### src/tlip_pkg.sv
// tlip_pkg: constants and types of the two-level interrupt priority block.
// assumes one core clock domain; register indices are byte address / 4.
`default_nettype none
package tlip_pkg;
  localparam int unsigned TLIP_NSRC = 11;
  localparam int unsigned TLIP_IDXW = 4;

  // poll order, position 0 is polled first
  localparam logic [3:0] TLIP_SRC_PSM  = 4'h0;
  localparam logic [3:0] TLIP_SRC_WDT  = 4'h1;
  localparam logic [3:0] TLIP_SRC_EXT0 = 4'h2;
  localparam logic [3:0] TLIP_SRC_ADC  = 4'h3;
  localparam logic [3:0] TLIP_SRC_T0   = 4'h4;
  localparam logic [3:0] TLIP_SRC_EXT1 = 4'h5;
  localparam logic [3:0] TLIP_SRC_T1   = 4'h6;
  localparam logic [3:0] TLIP_SRC_SER  = 4'h7;
  localparam logic [3:0] TLIP_SRC_UART = 4'h8;
  localparam logic [3:0] TLIP_SRC_T2   = 4'h9;
  localparam logic [3:0] TLIP_SRC_ITV  = 4'hA;

  // vector per poll position, position 10 first
  localparam logic [10:0][15:0] TLIP_VEC = {
    16'h0053, 16'h002B, 16'h0023, 16'h003B, 16'h001B, 16'h0013,
    16'h000B, 16'h0033, 16'h0003, 16'h005B, 16'h0043};

  // register indices; byte address is index * 4
  localparam logic [7:0] TLIP_IDX_IE     = 8'hA8;
  localparam logic [7:0] TLIP_IDX_ENPRI  = 8'hA9;
  localparam logic [7:0] TLIP_IDX_IPA    = 8'hB8;
  localparam logic [7:0] TLIP_IDX_WDCFG  = 8'hC0;
  localparam logic [7:0] TLIP_IDX_STATUS = 8'hC1;
  localparam logic [7:0] TLIP_IDX_MASK   = 8'hC2;
  localparam logic [7:0] TLIP_IDX_STATE  = 8'hC3;

  localparam logic [7:0] TLIP_RST_IE     = 8'h00;
  localparam logic [7:0] TLIP_RST_ENPRI  = 8'hA0;
  localparam logic [7:0] TLIP_RST_IPA    = 8'h00;
  localparam logic [7:0] TLIP_RST_WDCFG  = 8'h00;
  localparam logic [2:0] TLIP_RST_STATUS = 3'h0;
  localparam logic [2:0] TLIP_RST_MASK   = 3'h0;

  // field positions
  localparam int unsigned TLIP_IE_GLOBAL   = 7;
  localparam int unsigned TLIP_WD_MODE     = 7;
  localparam int unsigned TLIP_B_ITV_PRIO  = 6;
  localparam int unsigned TLIP_B_PSM_PRIO  = 5;
  localparam int unsigned TLIP_B_SER_PRIO  = 4;
  localparam int unsigned TLIP_B_ITV_EN    = 2;
  localparam int unsigned TLIP_B_PSM_EN    = 1;
  localparam int unsigned TLIP_B_SER_EN    = 0;
  localparam int unsigned TLIP_ST_ACCEPT   = 0;
  localparam int unsigned TLIP_ST_RETURN   = 1;
  localparam int unsigned TLIP_ST_WDT      = 2;

  typedef enum logic [1:0] {
    TLIP_IDLE = 2'b00,
    TLIP_PUSH = 2'b01,
    TLIP_LOAD = 2'b10
  } tlip_state_t;

  typedef struct packed {
    logic supply_monitor_irq;
    logic ext0_irq_flag;
    logic adc_ready_flags;
    logic timer0_overflow;
    logic ext1_irq_flag;
    logic timer1_overflow;
    logic two_wire_irq_flag;
    logic four_wire_irq_flag;
    logic uart_rx_flag;
    logic uart_tx_flag;
    logic timer2_overflow;
    logic timer2_external_flag;
    logic interval_counter_irq;
  } tlip_flags_t;

  typedef struct packed {
    logic        valid;
    logic [3:0]  idx;
    logic        high;
  } tlip_pick_t;
endpackage
`default_nettype wire

### src/tlip_arbiter.sv
// tlip_arbiter: picks one request by level, then by fixed poll order.
// assumes requests already gated by enables; purely combinational.
`default_nettype none
module tlip_arbiter
  import tlip_pkg::*;
(
  input  wire logic [10:0] req_in,      // gated requests, poll order
  input  wire logic [10:0] prio_hi_in,  // one means high level
  input  wire logic        allow_hi_in, // high level may enter
  input  wire logic        allow_lo_in, // low level may enter
  output var tlip_pick_t   pick_out     // chosen source
);
  function automatic logic [3:0] first_set(input logic [10:0] v);
    logic [3:0] r;
    r = 4'h0;
    for (int i = 10; i >= 0; i--) begin
      if (v[i]) begin
        r = 4'(i);
      end
    end
    return r;
  endfunction

  logic [10:0] hi_req;
  logic [10:0] lo_req;

  always_comb begin
    hi_req = req_in & prio_hi_in & {11{allow_hi_in}};
    lo_req = req_in & ~prio_hi_in & {11{allow_lo_in}};
    pick_out.valid = |hi_req || |lo_req;
    pick_out.high  = |hi_req;
    pick_out.idx   = |hi_req ? first_set(hi_req) : first_set(lo_req);
  end
endmodule
`default_nettype wire

### src/tlip_top.sv
// tlip_top: two-level interrupt priority and vectoring for an 8051-class core.
// assumes flags and core strobes come from logic on clk_in; Avalon-MM slave.
//
// Our own choice: the Avalon-MM slave port.
`default_nettype none
module tlip_top
  import tlip_pkg::*;
#(
  parameter int unsigned WD_TMO_W = 4
) (
  input  wire logic        clk_in,                // core clock
  input  wire logic        rst_b_in,              // async reset, active low
  input  wire logic [9:0]  avs_address_in,        // byte address
  input  wire logic        avs_read_in,           // read request
  input  wire logic        avs_write_in,          // write request
  input  wire logic [3:0]  avs_byteenable_in,     // lane enables
  input  wire logic [31:0] avs_writedata_in,      // write data
  output logic      [31:0] avs_readdata_out,      // read data
  output logic             avs_waitrequest_out,   // stall
  input  wire tlip_flags_t flags_in,              // peripheral flags
  input  wire logic        watchdog_irq_in,       // watchdog timeout pulse
  input  wire logic        core_boundary_in,      // core may take interrupt
  input  wire logic [15:0] core_pc_in,            // current program counter
  input  wire logic        core_reti_in,          // interrupt return pulse
  output logic             irq_pending_out,       // request waiting
  output logic             stack_push_out,        // push pulse
  output logic      [15:0] stack_data_out,        // value to push
  output logic             pc_load_out,           // load pulse
  output logic      [15:0] pc_vector_out,         // vector to load
  output logic      [10:0] src_ack_out,           // accepted source, poll order
  output logic             irq_out                // unmasked status set
);
  generate
    if (WD_TMO_W < 1 || WD_TMO_W > 7) begin : g_chk
      $error("WD_TMO_W must be 1..7");
    end
  endgenerate

  logic [7:0]  irq_enable_a;           // primary enable, global in bit 7
  logic [7:0]  irq_priority_a;
  logic [7:0]  irq_enable_priority_b;
  logic [7:0]  wd_cfg;
  logic [2:0]  status;
  logic [2:0]  mask;
  logic        wdt_pend;
  logic        active_hi;
  logic        active_lo;
  tlip_state_t state;
  logic [3:0]  taken_idx;
  logic        taken_high;

  logic        global_irq_enable;
  logic        watchdog_irq_mode;
  logic [10:0] raw_req;
  logic [10:0] en_vec;
  logic [10:0] prio_vec;
  logic [10:0] gated_req;
  tlip_pick_t  pick;
  logic        bus_wr;
  logic        bus_rd;
  logic [7:0]  idx;
  logic [7:0]  wbyte;
  logic        accept;
  logic        do_ret;
  logic [2:0]  st_set;

  assign global_irq_enable = irq_enable_a[TLIP_IE_GLOBAL];
  assign watchdog_irq_mode = wd_cfg[TLIP_WD_MODE];
  assign idx    = avs_address_in[9:2];
  assign wbyte  = avs_writedata_in[7:0];
  assign bus_wr = avs_write_in && !avs_waitrequest_out && avs_byteenable_in[0];
  assign bus_rd = avs_read_in && avs_waitrequest_out;

  // -------- requests, enables, levels
  always_comb begin
    raw_req = {flags_in.interval_counter_irq,
               flags_in.timer2_overflow | flags_in.timer2_external_flag,
               flags_in.uart_rx_flag | flags_in.uart_tx_flag,
               flags_in.two_wire_irq_flag | flags_in.four_wire_irq_flag,
               flags_in.timer1_overflow,
               flags_in.ext1_irq_flag,
               flags_in.timer0_overflow,
               flags_in.adc_ready_flags,
               flags_in.ext0_irq_flag,
               wdt_pend,
               flags_in.supply_monitor_irq};
    en_vec  = {irq_enable_priority_b[TLIP_B_ITV_EN],
               irq_enable_a[5], irq_enable_a[4],
               irq_enable_priority_b[TLIP_B_SER_EN],
               irq_enable_a[3], irq_enable_a[2], irq_enable_a[1],
               irq_enable_a[6], irq_enable_a[0], 1'b0,
               irq_enable_priority_b[TLIP_B_PSM_EN]};
    en_vec  = en_vec & {11{global_irq_enable}};
    en_vec[TLIP_SRC_WDT] = 1'b1;
    prio_vec = {irq_enable_priority_b[TLIP_B_ITV_PRIO],
                irq_priority_a[5], irq_priority_a[4],
                irq_enable_priority_b[TLIP_B_SER_PRIO],
                irq_priority_a[3], irq_priority_a[2], irq_priority_a[1],
                irq_priority_a[6], irq_priority_a[0], 1'b1,
                irq_enable_priority_b[TLIP_B_PSM_PRIO]};
    gated_req = raw_req & en_vec;
  end

  tlip_arbiter u_arb (
    .req_in      (gated_req),
    .prio_hi_in  (prio_vec),
    .allow_hi_in (!active_hi),
    .allow_lo_in (!active_hi && !active_lo),
    .pick_out    (pick)
  );

  assign accept = (state == TLIP_IDLE) && pick.valid && core_boundary_in;
  assign do_ret = core_reti_in && (active_hi || active_lo);

  // -------- register writes; reserved secondary bit 3 is software's duty
  always_ff @(posedge clk_in or negedge rst_b_in) begin
    if (!rst_b_in) begin
      irq_enable_a          <= TLIP_RST_IE;
      irq_priority_a        <= TLIP_RST_IPA;
      irq_enable_priority_b <= TLIP_RST_ENPRI;
      wd_cfg                <= TLIP_RST_WDCFG;
      mask                  <= TLIP_RST_MASK;
    end else if (bus_wr) begin
      unique case (idx)
        TLIP_IDX_IE:    irq_enable_a <= wbyte;
        TLIP_IDX_IPA:   irq_priority_a <= {1'b0, wbyte[6:0]};
        TLIP_IDX_ENPRI: irq_enable_priority_b <= wbyte;
        TLIP_IDX_WDCFG: wd_cfg <= wbyte;
        TLIP_IDX_MASK:  mask <= wbyte[2:0];
        default: ;
      endcase
    end
  end

  // -------- bus answer: one stall cycle, then done
  always_ff @(posedge clk_in or negedge rst_b_in) begin
    if (!rst_b_in) begin
      avs_waitrequest_out <= 1'b1;
      avs_readdata_out    <= 32'h0000_0000;
    end else begin
      avs_waitrequest_out <= !((avs_read_in || avs_write_in) && avs_waitrequest_out);
      if (bus_rd) begin
        unique case (idx)
          TLIP_IDX_IE:     avs_readdata_out <= {24'h00_0000, irq_enable_a};
          TLIP_IDX_IPA:    avs_readdata_out <= {24'h00_0000, irq_priority_a};
          TLIP_IDX_ENPRI:  avs_readdata_out <= {24'h00_0000, irq_enable_priority_b};
          TLIP_IDX_WDCFG:  avs_readdata_out <= {24'h00_0000, wd_cfg};
          TLIP_IDX_STATUS: avs_readdata_out <= {29'h0000_0000, status};
          TLIP_IDX_MASK:   avs_readdata_out <= {29'h0000_0000, mask};
          TLIP_IDX_STATE:  avs_readdata_out <= {27'h000_0000, state,
                                                active_hi, active_lo, wdt_pend};
          default:         avs_readdata_out <= 32'h0000_0000;
        endcase
      end
    end
  end

  // -------- watchdog pending latch, only with nonzero timeout
  always_ff @(posedge clk_in or negedge rst_b_in) begin
    if (!rst_b_in) begin
      wdt_pend <= 1'b0;
    end else if (watchdog_irq_in && watchdog_irq_mode && |wd_cfg[WD_TMO_W-1:0]) begin
      wdt_pend <= 1'b1;
    end else if (state == TLIP_PUSH && taken_idx == TLIP_SRC_WDT) begin
      wdt_pend <= 1'b0;
    end
  end

  // -------- entry sequencer
  always_ff @(posedge clk_in or negedge rst_b_in) begin
    if (!rst_b_in) begin
      state          <= TLIP_IDLE;
      taken_idx      <= 4'h0;
      taken_high     <= 1'b0;
      stack_push_out <= 1'b0;
      stack_data_out <= 16'h0000;
      pc_load_out    <= 1'b0;
      pc_vector_out  <= 16'h0000;
      src_ack_out    <= 11'h000;
    end else begin
      stack_push_out <= 1'b0;
      pc_load_out    <= 1'b0;
      src_ack_out    <= 11'h000;
      unique case (state)
        TLIP_IDLE: begin
          if (accept) begin
            state          <= TLIP_PUSH;
            taken_idx      <= pick.idx;
            taken_high     <= pick.high;
            stack_push_out <= 1'b1;
            stack_data_out <= core_pc_in;
          end
        end
        TLIP_PUSH: begin
          state         <= TLIP_LOAD;
          pc_load_out   <= 1'b1;
          pc_vector_out <= TLIP_VEC[taken_idx];
          src_ack_out   <= 11'(1) << taken_idx;
        end
        TLIP_LOAD: state <= TLIP_IDLE;
      endcase
    end
  end

  // -------- in-service levels
  // a return in the push cycle is dropped: no routine can end before it starts
  always_ff @(posedge clk_in or negedge rst_b_in) begin
    if (!rst_b_in) begin
      active_hi <= 1'b0;
      active_lo <= 1'b0;
    end else if (state == TLIP_PUSH) begin
      if (taken_high) begin
        active_hi <= 1'b1;
      end else begin
        active_lo <= 1'b1;
      end
    end else if (do_ret) begin
      if (active_hi) begin
        active_hi <= 1'b0;
      end else begin
        active_lo <= 1'b0;
      end
    end
  end

  // -------- sticky events, write one to clear, set wins
  always_comb begin
    st_set = 3'h0;
    st_set[TLIP_ST_ACCEPT] = accept;
    st_set[TLIP_ST_RETURN] = do_ret && (state != TLIP_PUSH);
    st_set[TLIP_ST_WDT]    = watchdog_irq_in && watchdog_irq_mode
                             && |wd_cfg[WD_TMO_W-1:0];
  end

  always_ff @(posedge clk_in or negedge rst_b_in) begin
    if (!rst_b_in) begin
      status <= TLIP_RST_STATUS;
    end else if (bus_wr && idx == TLIP_IDX_STATUS) begin
      status <= (status & ~wbyte[2:0]) | st_set;
    end else begin
      status <= status | st_set;
    end
  end

  always_ff @(posedge clk_in or negedge rst_b_in) begin
    if (!rst_b_in) begin
      irq_out         <= 1'b0;
      irq_pending_out <= 1'b0;
    end else begin
      irq_out         <= |(status & mask);
      irq_pending_out <= pick.valid && (state == TLIP_IDLE);
    end
  end

  // -------- checks
  function automatic logic src_enabled(input logic [3:0] s, input logic [7:0] a,
                                       input logic [7:0] b);
    logic [10:0] e;
    e = {b[2], a[5], a[4], b[0], a[3], a[2], a[1], a[6], a[0], 1'b1, b[1]};
    return e[s];
  endfunction
endmodule
`default_nettype wire

### config.mk
export PLATFORM = sky130hd
export DESIGN_NAME = tlip_top
export DESIGN_NICKNAME = d
export VERILOG_FILES = /design/src/tlip_pkg.sv /design/src/tlip_arbiter.sv /design/src/tlip_top.sv
export SDC_FILE = /design/constraint.sdc
export NUM_CORES = 1
export LEC_CHECK = 0
export ABC_AREA = 1
export BUFFER_PORTS_ARGS = -buffer_cell sky130_fd_sc_hd__buf_2
export CAP_MARGIN = 20
export CELL_PAD_IN_SITES_DETAIL_PLACEMENT = 1
export CELL_PAD_IN_SITES_GLOBAL_PLACEMENT = 1
export CORE_MARGIN = 8
export CORE_UTILIZATION = 36
export DETAILED_ROUTE_END_ITERATION = 7
export PLACE_DENSITY_LB_ADDON = 0.12
export SYNTH_ARGS = -nofsm -noshare
export SYNTH_HDL_FRONTEND = slang
export SYNTH_SLANG_ARGS = --single-unit
### constraint.sdc
create_clock -name clk_in -period 2.1 [get_ports clk_in]
set_clock_uncertainty 0.2 [all_clocks]
set_input_delay 0.105 -clock clk_in [delete_from_list [all_inputs] [get_ports clk_in]]
set_output_delay 0.105 -clock clk_in [all_outputs]
set_load 0.03 [all_outputs]
### Yosys cells after proc, flatten, opt, wreduce, memory -nomap -nowiden

Memories as Yosys holds them, arrays and structs flattened. A register that Yosys moved wholly into a read port is not among the register bits.
Index checks and enable logic that the tools add are counted.

| word-level totals | value |
|---|---|
| flip-flop bits (word level) | 111 |
| bits in writable memories | 0 |
| ROM bits | 256 |
| bits in latches | 0 |
| output and inout bits | 80 |
| memories kept | 1 |

Memories:

| name | depth | width | read ports | clocked after memory_dff | wr ports | line | RTL |
|---|---|---|---|---|---|---|---|
| (name not given) | 16 | 16 | 1 | 1 | 0 | tlip_top.sv:197 | `pc_vector_out <= TLIP_VEC[taken_idx];` |

| operators by class | value |
|---|---|
| bitwise operators | 15 |
| equality and inequality tests | 15 |
| multipliers | 0 |
| magnitude comparators | 0 |
| reductions and logical operators | 36 |
| multiplexer cells | 40 |
| shifts and indexed selects | 1 |
| $add $sub $neg | 0 |
| divide/modulo/power cells | 0 |

Operators with widths:

| operator | number |
|---|---|
| 4-bit 2-to-1 mux | 23 |
| 11-bit bitwise AND | 6 |
| 8-bit == test (second input constant) | 7 |
| 8-bit one-hot mux with 7 select lines | 1 |
| 11-bit OR reduction | 2 |
| 2-bit AND reduction | 7 |
| 1-bit logical AND | 13 |
| 1-bit 2-to-1 mux | 12 |
| 11-bit 2-to-1 mux | 1 |
| 11-bit inverter | 1 |
| 1-bit by 4-bit left shift with 11-bit output (first input constant) | 1 |
| 3-bit bitwise AND | 2 |
| 2-bit inequality test (second input constant) | 3 |
| 3-bit bitwise OR | 2 |
| 2-bit one-hot mux with 3 select lines | 1 |
| 1-bit logical NOT | 5 |
| 4-bit by 1-bit == test with 1-bit output (second input constant) | 1 |
| 2-bit by 1-bit inequality test with 1-bit output (second input constant) | 2 |
| 2-bit nonzero test | 2 |
| 4-bit OR reduction | 1 |
| 1-bit logical OR | 3 |
| 3-bit 2-to-1 mux | 1 |
| 3-bit inverter | 1 |
| 1-bit bitwise OR | 3 |
| 6 further kinds | 6 |

### Depth between registers and ports, before layout

| logic depth | value |
|---|---|
| depth in word-level cells | 16 |
| mapped depth | 15 |
| depth with buffers taken out | 14 |

### Modules after synthesis

From an unflattened synthesis, not the netlist that was laid out.

| unflattened totals | value |
|---|---|
| cell total of the unflattened synthesis | 617 |
| area, all modules | 4956.0 um2 |

By module, submodules not included:

| module | area an instance (um2) | cells an instance | instances | seq. area each (um2) |
|---|---|---|---|---|
| tlip_top | 4470.5 | 519 | 1 | 2306.0 |
| tlip_arbiter | 485.5 | 98 | 1 | 0.0 |

### Worst setup path before layout

OpenSTA, ideal clock, no wires.

| path | value |
|---|---|
| path type | reg2reg |
| start point | reg active_hi |
| end point | reg taken_idx[0] |
| period minus slack after synthesis | 1.850 ns |
| path slack | 0.250 ns |
| stages on the path, launching flop included | 13 |
| required time | 1.781 ns |
| data arrival time | 1.531 ns |
| setup time | 0.119 ns |
| cell sequence | dfrtp_1 -> inv_2 -> buf_6 -> nand2_1 -> nor2_1 -> nor2_1 -> nand2_1 -> nor2_4 -> nand2_2 -> nand3_4 -> buf_6 -> nor2_2 -> a21oi_2 |

| on the way | value |
|---|---|
| longest elaborated chain between the ends | 14 |
| elaborated cells between the ends (all ways) | 31 |
| classes of those cells | mux: 21; bitwise: 2; reduce/logical: 8 |

RTL lines:

| item | line | RTL |
|---|---|---|
| start, declared | tlip_top.sv:46 | `logic active_hi;` |
| start signal, assigned | tlip_top.sv:209 | `active_hi <= 1'b0;` |
| start signal, assigned | tlip_top.sv:213 | `active_hi <= 1'b1;` |
| start signal, assigned | tlip_top.sv:219 | `active_hi <= 1'b0;` |
| 1-bit logical NOT * | tlip_top.sv:107, tlip_top.sv:108 |  |
| 1-bit logical AND | tlip_top.sv:108 | `.allow_lo_in (!active_hi && !active_lo),` |
| 11-bit bitwise AND | tlip_arbiter.sv:29 | `lo_req = req_in & ~prio_hi_in & {11{allow_lo_in}};` |
| 4-bit 2-to-1 mux (10 in a row) | tlip_arbiter.sv:17 | `if (v[i]) begin` |
| 4-bit 2-to-1 mux | tlip_arbiter.sv:32 | `pick_out.idx = \|hi_req ? first_set(hi_req) : first_set(lo_req);` |
| end signal, assigned | tlip_top.sv:188 | `taken_idx <= pick.idx;` |
| end, declared | tlip_top.sv:49 | `logic [3:0] taken_idx;` |

Mark *: on every way between the ends. The rest lies on a longest branch, timed or not.
A chain may end at the register's enable or synchronous reset.

### Worst setup path after layout

| path | value |
|---|---|
| start point | reg irq_enable_a[7] |
| end point | reg stack_data_out[3] |

| on the way | value |
|---|---|
| longest elaborated chain between the ends | 9 |
| elaborated cells between the ends (all ways) | 12 |
| classes of those cells | bitwise: 6; reduce/logical: 6 |

RTL lines:

| item | line | RTL |
|---|---|---|
| start, declared | tlip_top.sv:39 | `logic [7:0] irq_enable_a;` |
| start signal, assigned | tlip_top.sv:125 | `TLIP_IDX_IE: irq_enable_a <= wbyte;` |
| 11-bit bitwise AND * | tlip_top.sv:93 | `en_vec = en_vec & {11{global_irq_enable}};` |
| 11-bit bitwise AND * | tlip_top.sv:101 | `gated_req = raw_req & en_vec;` |
| 11-bit bitwise AND (on tied branches) (2 in a row) | tlip_arbiter.sv:28, tlip_arbiter.sv:29 |  |
| 11-bit OR reduction | tlip_arbiter.sv:30 | `pick_out.valid = \|hi_req \|\| \|lo_req;` |
| 1-bit logical OR * | tlip_arbiter.sv:30 |  |
| 1-bit logical AND * (2 in a row) | tlip_top.sv:112 | `assign accept = (state == TLIP_IDLE) && pick.valid && core_boundary_in;` |
| 2-bit AND reduction (no source line) * | n/a |  |
| end signal, assigned | tlip_top.sv:191 | `stack_data_out <= core_pc_in;` |
| end, declared | tlip_top.sv:27 | `output logic [15:0] stack_data_out,` |

Marked as above.

==> key figures <==
Finish
  – Flip-flop and latch area: between 2000 and 2500 um^2
  – Area growth from synthesis to layout: 39.55%
  – Final instance area: 6476 um^2
  – Share of final-layout standard cells stronger than drive strength 1: 0.3085
  – Multi-input combinational cell area: around 2200 um^2
  – Net count of the finished layout: between 800 and 900
  – # fillers: between 1500 and 2000

Worst setup path
  – Depth of the most critical reg-to-reg path: 14
  – Reg2reg setup slack: -0.13 ns
  – Cell occurring most often along the worst timing path: nand2_2
  – Setup Crit Path Kind: reg -> reg
  – R2R Path End: stack_data_out[3]
  – Maximum single-stage delay on the critical path: 0.42 ns
  – Launching point of the worst reg2reg path: irq_enable_a[7]
  – Required time at the worst-slack endpoint: 2.13 ns
  – Cells along the critical path: buf_4 -> nand2_1 -> nor2_2 -> nand3_1 -> nand2_2 -> nor2_4 -> nand2_2 -> nor2_4 -> nand2_2 -> nand3_4 -> inv_8 -> clkbuf_16 -> nand2_2 -> nand2_1
  – Slowest cell on the critical path: dfrtp_2
  – Critical path capture point type: flip-flop
  – Type of element launching the critical path: flip-flop
  – Largest fanout on the critical path: 6
  – Signal arrival time at the worst endpoint: approximately 2.3 ns

Drt
  – Number of DRC violations after detailed routing: 0
  – Routed Antenna Nets: 0
  – Number of design-rule violations left by the first detailed-router iteration: 341
  – Detailed-route vias per instance: 4.679
  – Per-cell routed wire length: 16.63 um
  – First drt pass iteration count: 4
  – Final wirelength: 15600 um
  – Total number of vias: around 4400

CTS
  – Clk root buf: clkbuf_16
  – TritonCTS clock tree: built
  – H-tree depth: 3
  – CTS Sinks: about 90
  – Number of buffers between clock root and the deepest sink: 2
  – Worst-path clk slew: around 0.060 ns
  – Number of buffers added by the clock tree synthesis step: 9
  – Clock latency at the later pin of the worst-skew pair: between 0.3 and 0.4 ns

Floorplanning
  – Full die area: ~17000 um^2
  – DIE WIDTH: about 130 um
  – Core region area: between 10000 and 15000 um^2
  – Initial core utilization: 0.3677
  – Top-level I/O count: roughly 160
  – Die Height: between 100 and 150 um
  – Core Rows: 41

Placed design
  – Port bufs: 98
  – Placed wire-length estimate: ~11000 um
  – Area post-placement: between 5000 and 6000 um^2
  – Final estimated routing congestion in global placement: 0.8658

Yosys
  – Count of cell types in the netlist: 36
  – Top cells by instance count after synthesis: nand2_1 (212), dfrtp_1 (89), inv_1 (60)
  – Most area-consuming cells after synthesis: dfrtp_1 (48%), nand2_1 (17%), buf_4 (6.0%)
  – Most instantiated flip-flop cell in the synthesis netlist: dfrtp_1
  – Library cell with the largest summed area after synthesis: dfrtp_1
  – Synthesis-stage register bit count: 92
  – Number of standard cells after synthesis: around 590
  – Proportion of netlist area held by the largest area contributor: 0.4799
  – Cell with the most instances after synthesis: nand2_1
  – Syn avg cell area: approximately 8 um^2
  – Ys Warns: 0
  – Total standard cell area after synthesis: 4641 um^2
  – EDFF count, synth: 0
  – Async set or reset register ratio after synthesis: 1.000
  – Post-synthesis sequential area ratio: 0.4969

Outcome
  – Run status: finished, violations left
  – Violations in the final reports: setup timing

Power and ir drop
  – Switching share of power: 0.3654
  – Share of power burned in registers: 0.364
  – P_leak: 3.393 nW
  – Part of the total power dissipated in combinational logic: 0.318
  – Total power per unit cell area: about 1000 nW/um^2
  – Worst IR Drop VDD: 0.4425 mV
  – Clock network fraction of total power: 0.318
  – Internal cell power: between 4 and 5 mW
  – NetSw: 2.323 mW

STA
  – Slew at the pin closest to its max-slew limit: approximately 0.63 ns
  – Crit path setup slack, layout: -0.1257 ns
  – Min Tclk post-route: around 2.2 ns
  – Worst slew slack as a fraction of its limit: 0.5719
  – Final total negative setup slack: -1.398 ns
  – Hold violation count in the final report: 0
  – Setup repair after global routing missed its margin: yes
  – Period Utilization, post-route: 1.060
  – Final setup violation count: 23
  – Final count of pins violating max slew: 0
  – Fmax: between 400 and 500 MHz

Min path
  – Type of the most critical hold path: in -> reg
  – Worst hold endpoint: status[2]
  – Worst hold stages: 5
  – Hold path start: avs_address_in[4]

Global routing
  – Via count of the first global-routing pass: approximately 4700
  – Aggregate global-route resource usage: 0.1812
  – Pin count of the biggest net entering global routing: 93
  – Grt total ovfl: 0
  – Initial antenna violation count: 2
  – Wire length of the first global-routing pass: roughly 24000 um

Job
  – Count of max-cap constraint violations: 0
## critical path, delay by kind of cell (launching register included)
kind,cells,cell delay (ns)
buffers and inverters,3,0.39
flip-flops,1,0.42
AND/OR/NAND/NOR,11,1.10
## state kept, by name, indices dropped and copies added (netlist names)
register,flops
active_hi,1
active_lo,1
avs_readdata_out,8
avs_waitrequest_out,1
irq_enable_a,8
irq_enable_priority_b,8
irq_out,1
irq_pending_out,1
irq_priority_a,7
mask,3
pc_load_out,1
pc_vector_out,5
src_ack_out,11
stack_data_out,16
stack_push_out,1
state,2
status,3
taken_high,1
taken_idx,4
wd_cfg,8
wdt_pend,1
## power by group through the flow
stage / Combinational, mW / Sequential, mW / Clock (mW)
after floorplan: 0.806 / 2.71 / 0
after global placement: 1.74 / 2.30 / 0
after detailed placement: 1.77 / 2.32 / 0
after CTS: 1.85 / 2.30 / 2.06
after global routing: 2.19 / 2.36 / 2.13
final: 2.02 / 2.31 / 2.02
## what timing repair did
action / CTS / global route
hold endpoints to repair: 148 / 0
setup buffers: 8 / 9
gates resized for setup: 14 / 77
hold buffers: 30 / 0
gates cloned: 0 / 4
pin swaps: 4 / 16
setup endpoints to repair: 23 / 25
## layer usage
layer / part of all wire / wire (um) / GRT usage / up-vias
met2: 0.50 / 7768 / 0.3024 / 115
met3: 0.063 / 986 / 0.04930 / 15
met4: 0.0094 / 146 / 0.04577 / 2
met1: 0.43 / 6684 / 0.2272 / 2131
li1: - / - / - / 2126
met5: 0.00058 / 9 / 0 / -
## metrics by stage
step	setup slack [ns]	total power, mW	util	instances	hold WS (ns)
6_report	-0.1257	6.357	0.5132	938	0.04850
4_1_cts	0.0003808	6.211	0.4826	924	0.04730
2_1_floorplan	0.2501	3.521	-	626	-0.3906
3_3_place_gp	-0.03338	4.040	0.4218	870	-0.005393
5_1_grt	-0.2347	6.676	0.5132	938	0.06994
3_5_place_dp	-0.1138	4.095	0.4218	870	-0.001143
## worst max-delay path by stage
stage               startpoint           endpoint  slack, ns  cells past startpoint
6_report       irq_enable_a[7]  stack_data_out[3]      -0.13                     14
5_1_grt        irq_enable_a[7]  stack_data_out[3]      -0.23                     14
4_1_cts        irq_enable_a[7]  stack_data_out[2]     0.0004                     14
3_5_place_dp         active_hi  stack_data_out[7]      -0.11                     12
3_3_place_gp   irq_enable_a[7]       taken_idx[1]      -0.03                     12
2_1_floorplan        active_hi       taken_idx[0]       0.25                     12
## cells by family (layout without fill, tap and decap cells)
group	count (synthesis)	after routing	synth area share
AO/OA/AOI/OAI	77	77	0.09410
XOR/XNOR	1	1	0.001888
adder cells (fa/ha/maj)	2	2	0.005391
buffers and inverters	109	248	0.1251
flip-flops	92	92	0.4969
other	1	35	0.0008081
AND/OR/NAND/NOR	311	311	0.2758
## final cells by class
class	count	share of cell area
Sequential cell	92	0.3565
Multi-Input combinational cell	425	0.3323
Timing Repair Buffer	169	0.1824
Clock buffer	12	0.03806
Inverter	62	0.03787
Tap cell	172	0.03323
Clock inverter	4	0.01855
Timing Repair inverter	1	0.0007728
Antenna cell	1	0.0003864
## cells in the final DEF, fill, tap and decap left out, drive strengths merged, types with 4 or more instances in the layout
master       synthesis  layout
nor3                 9       9
clkbuf               6      14
nand2              215     215
dfrtp               89      89
nor2                58      58
o22ai                5       5
nand3               21      21
conb                 1      34
dlygate4sd3          0      30
nand4                5       5
inv                 62      61
bufinv               0       4
a21oi                8       8
o21ai               55      55
buf                 41     137
(Power assumes the default switching activity.)
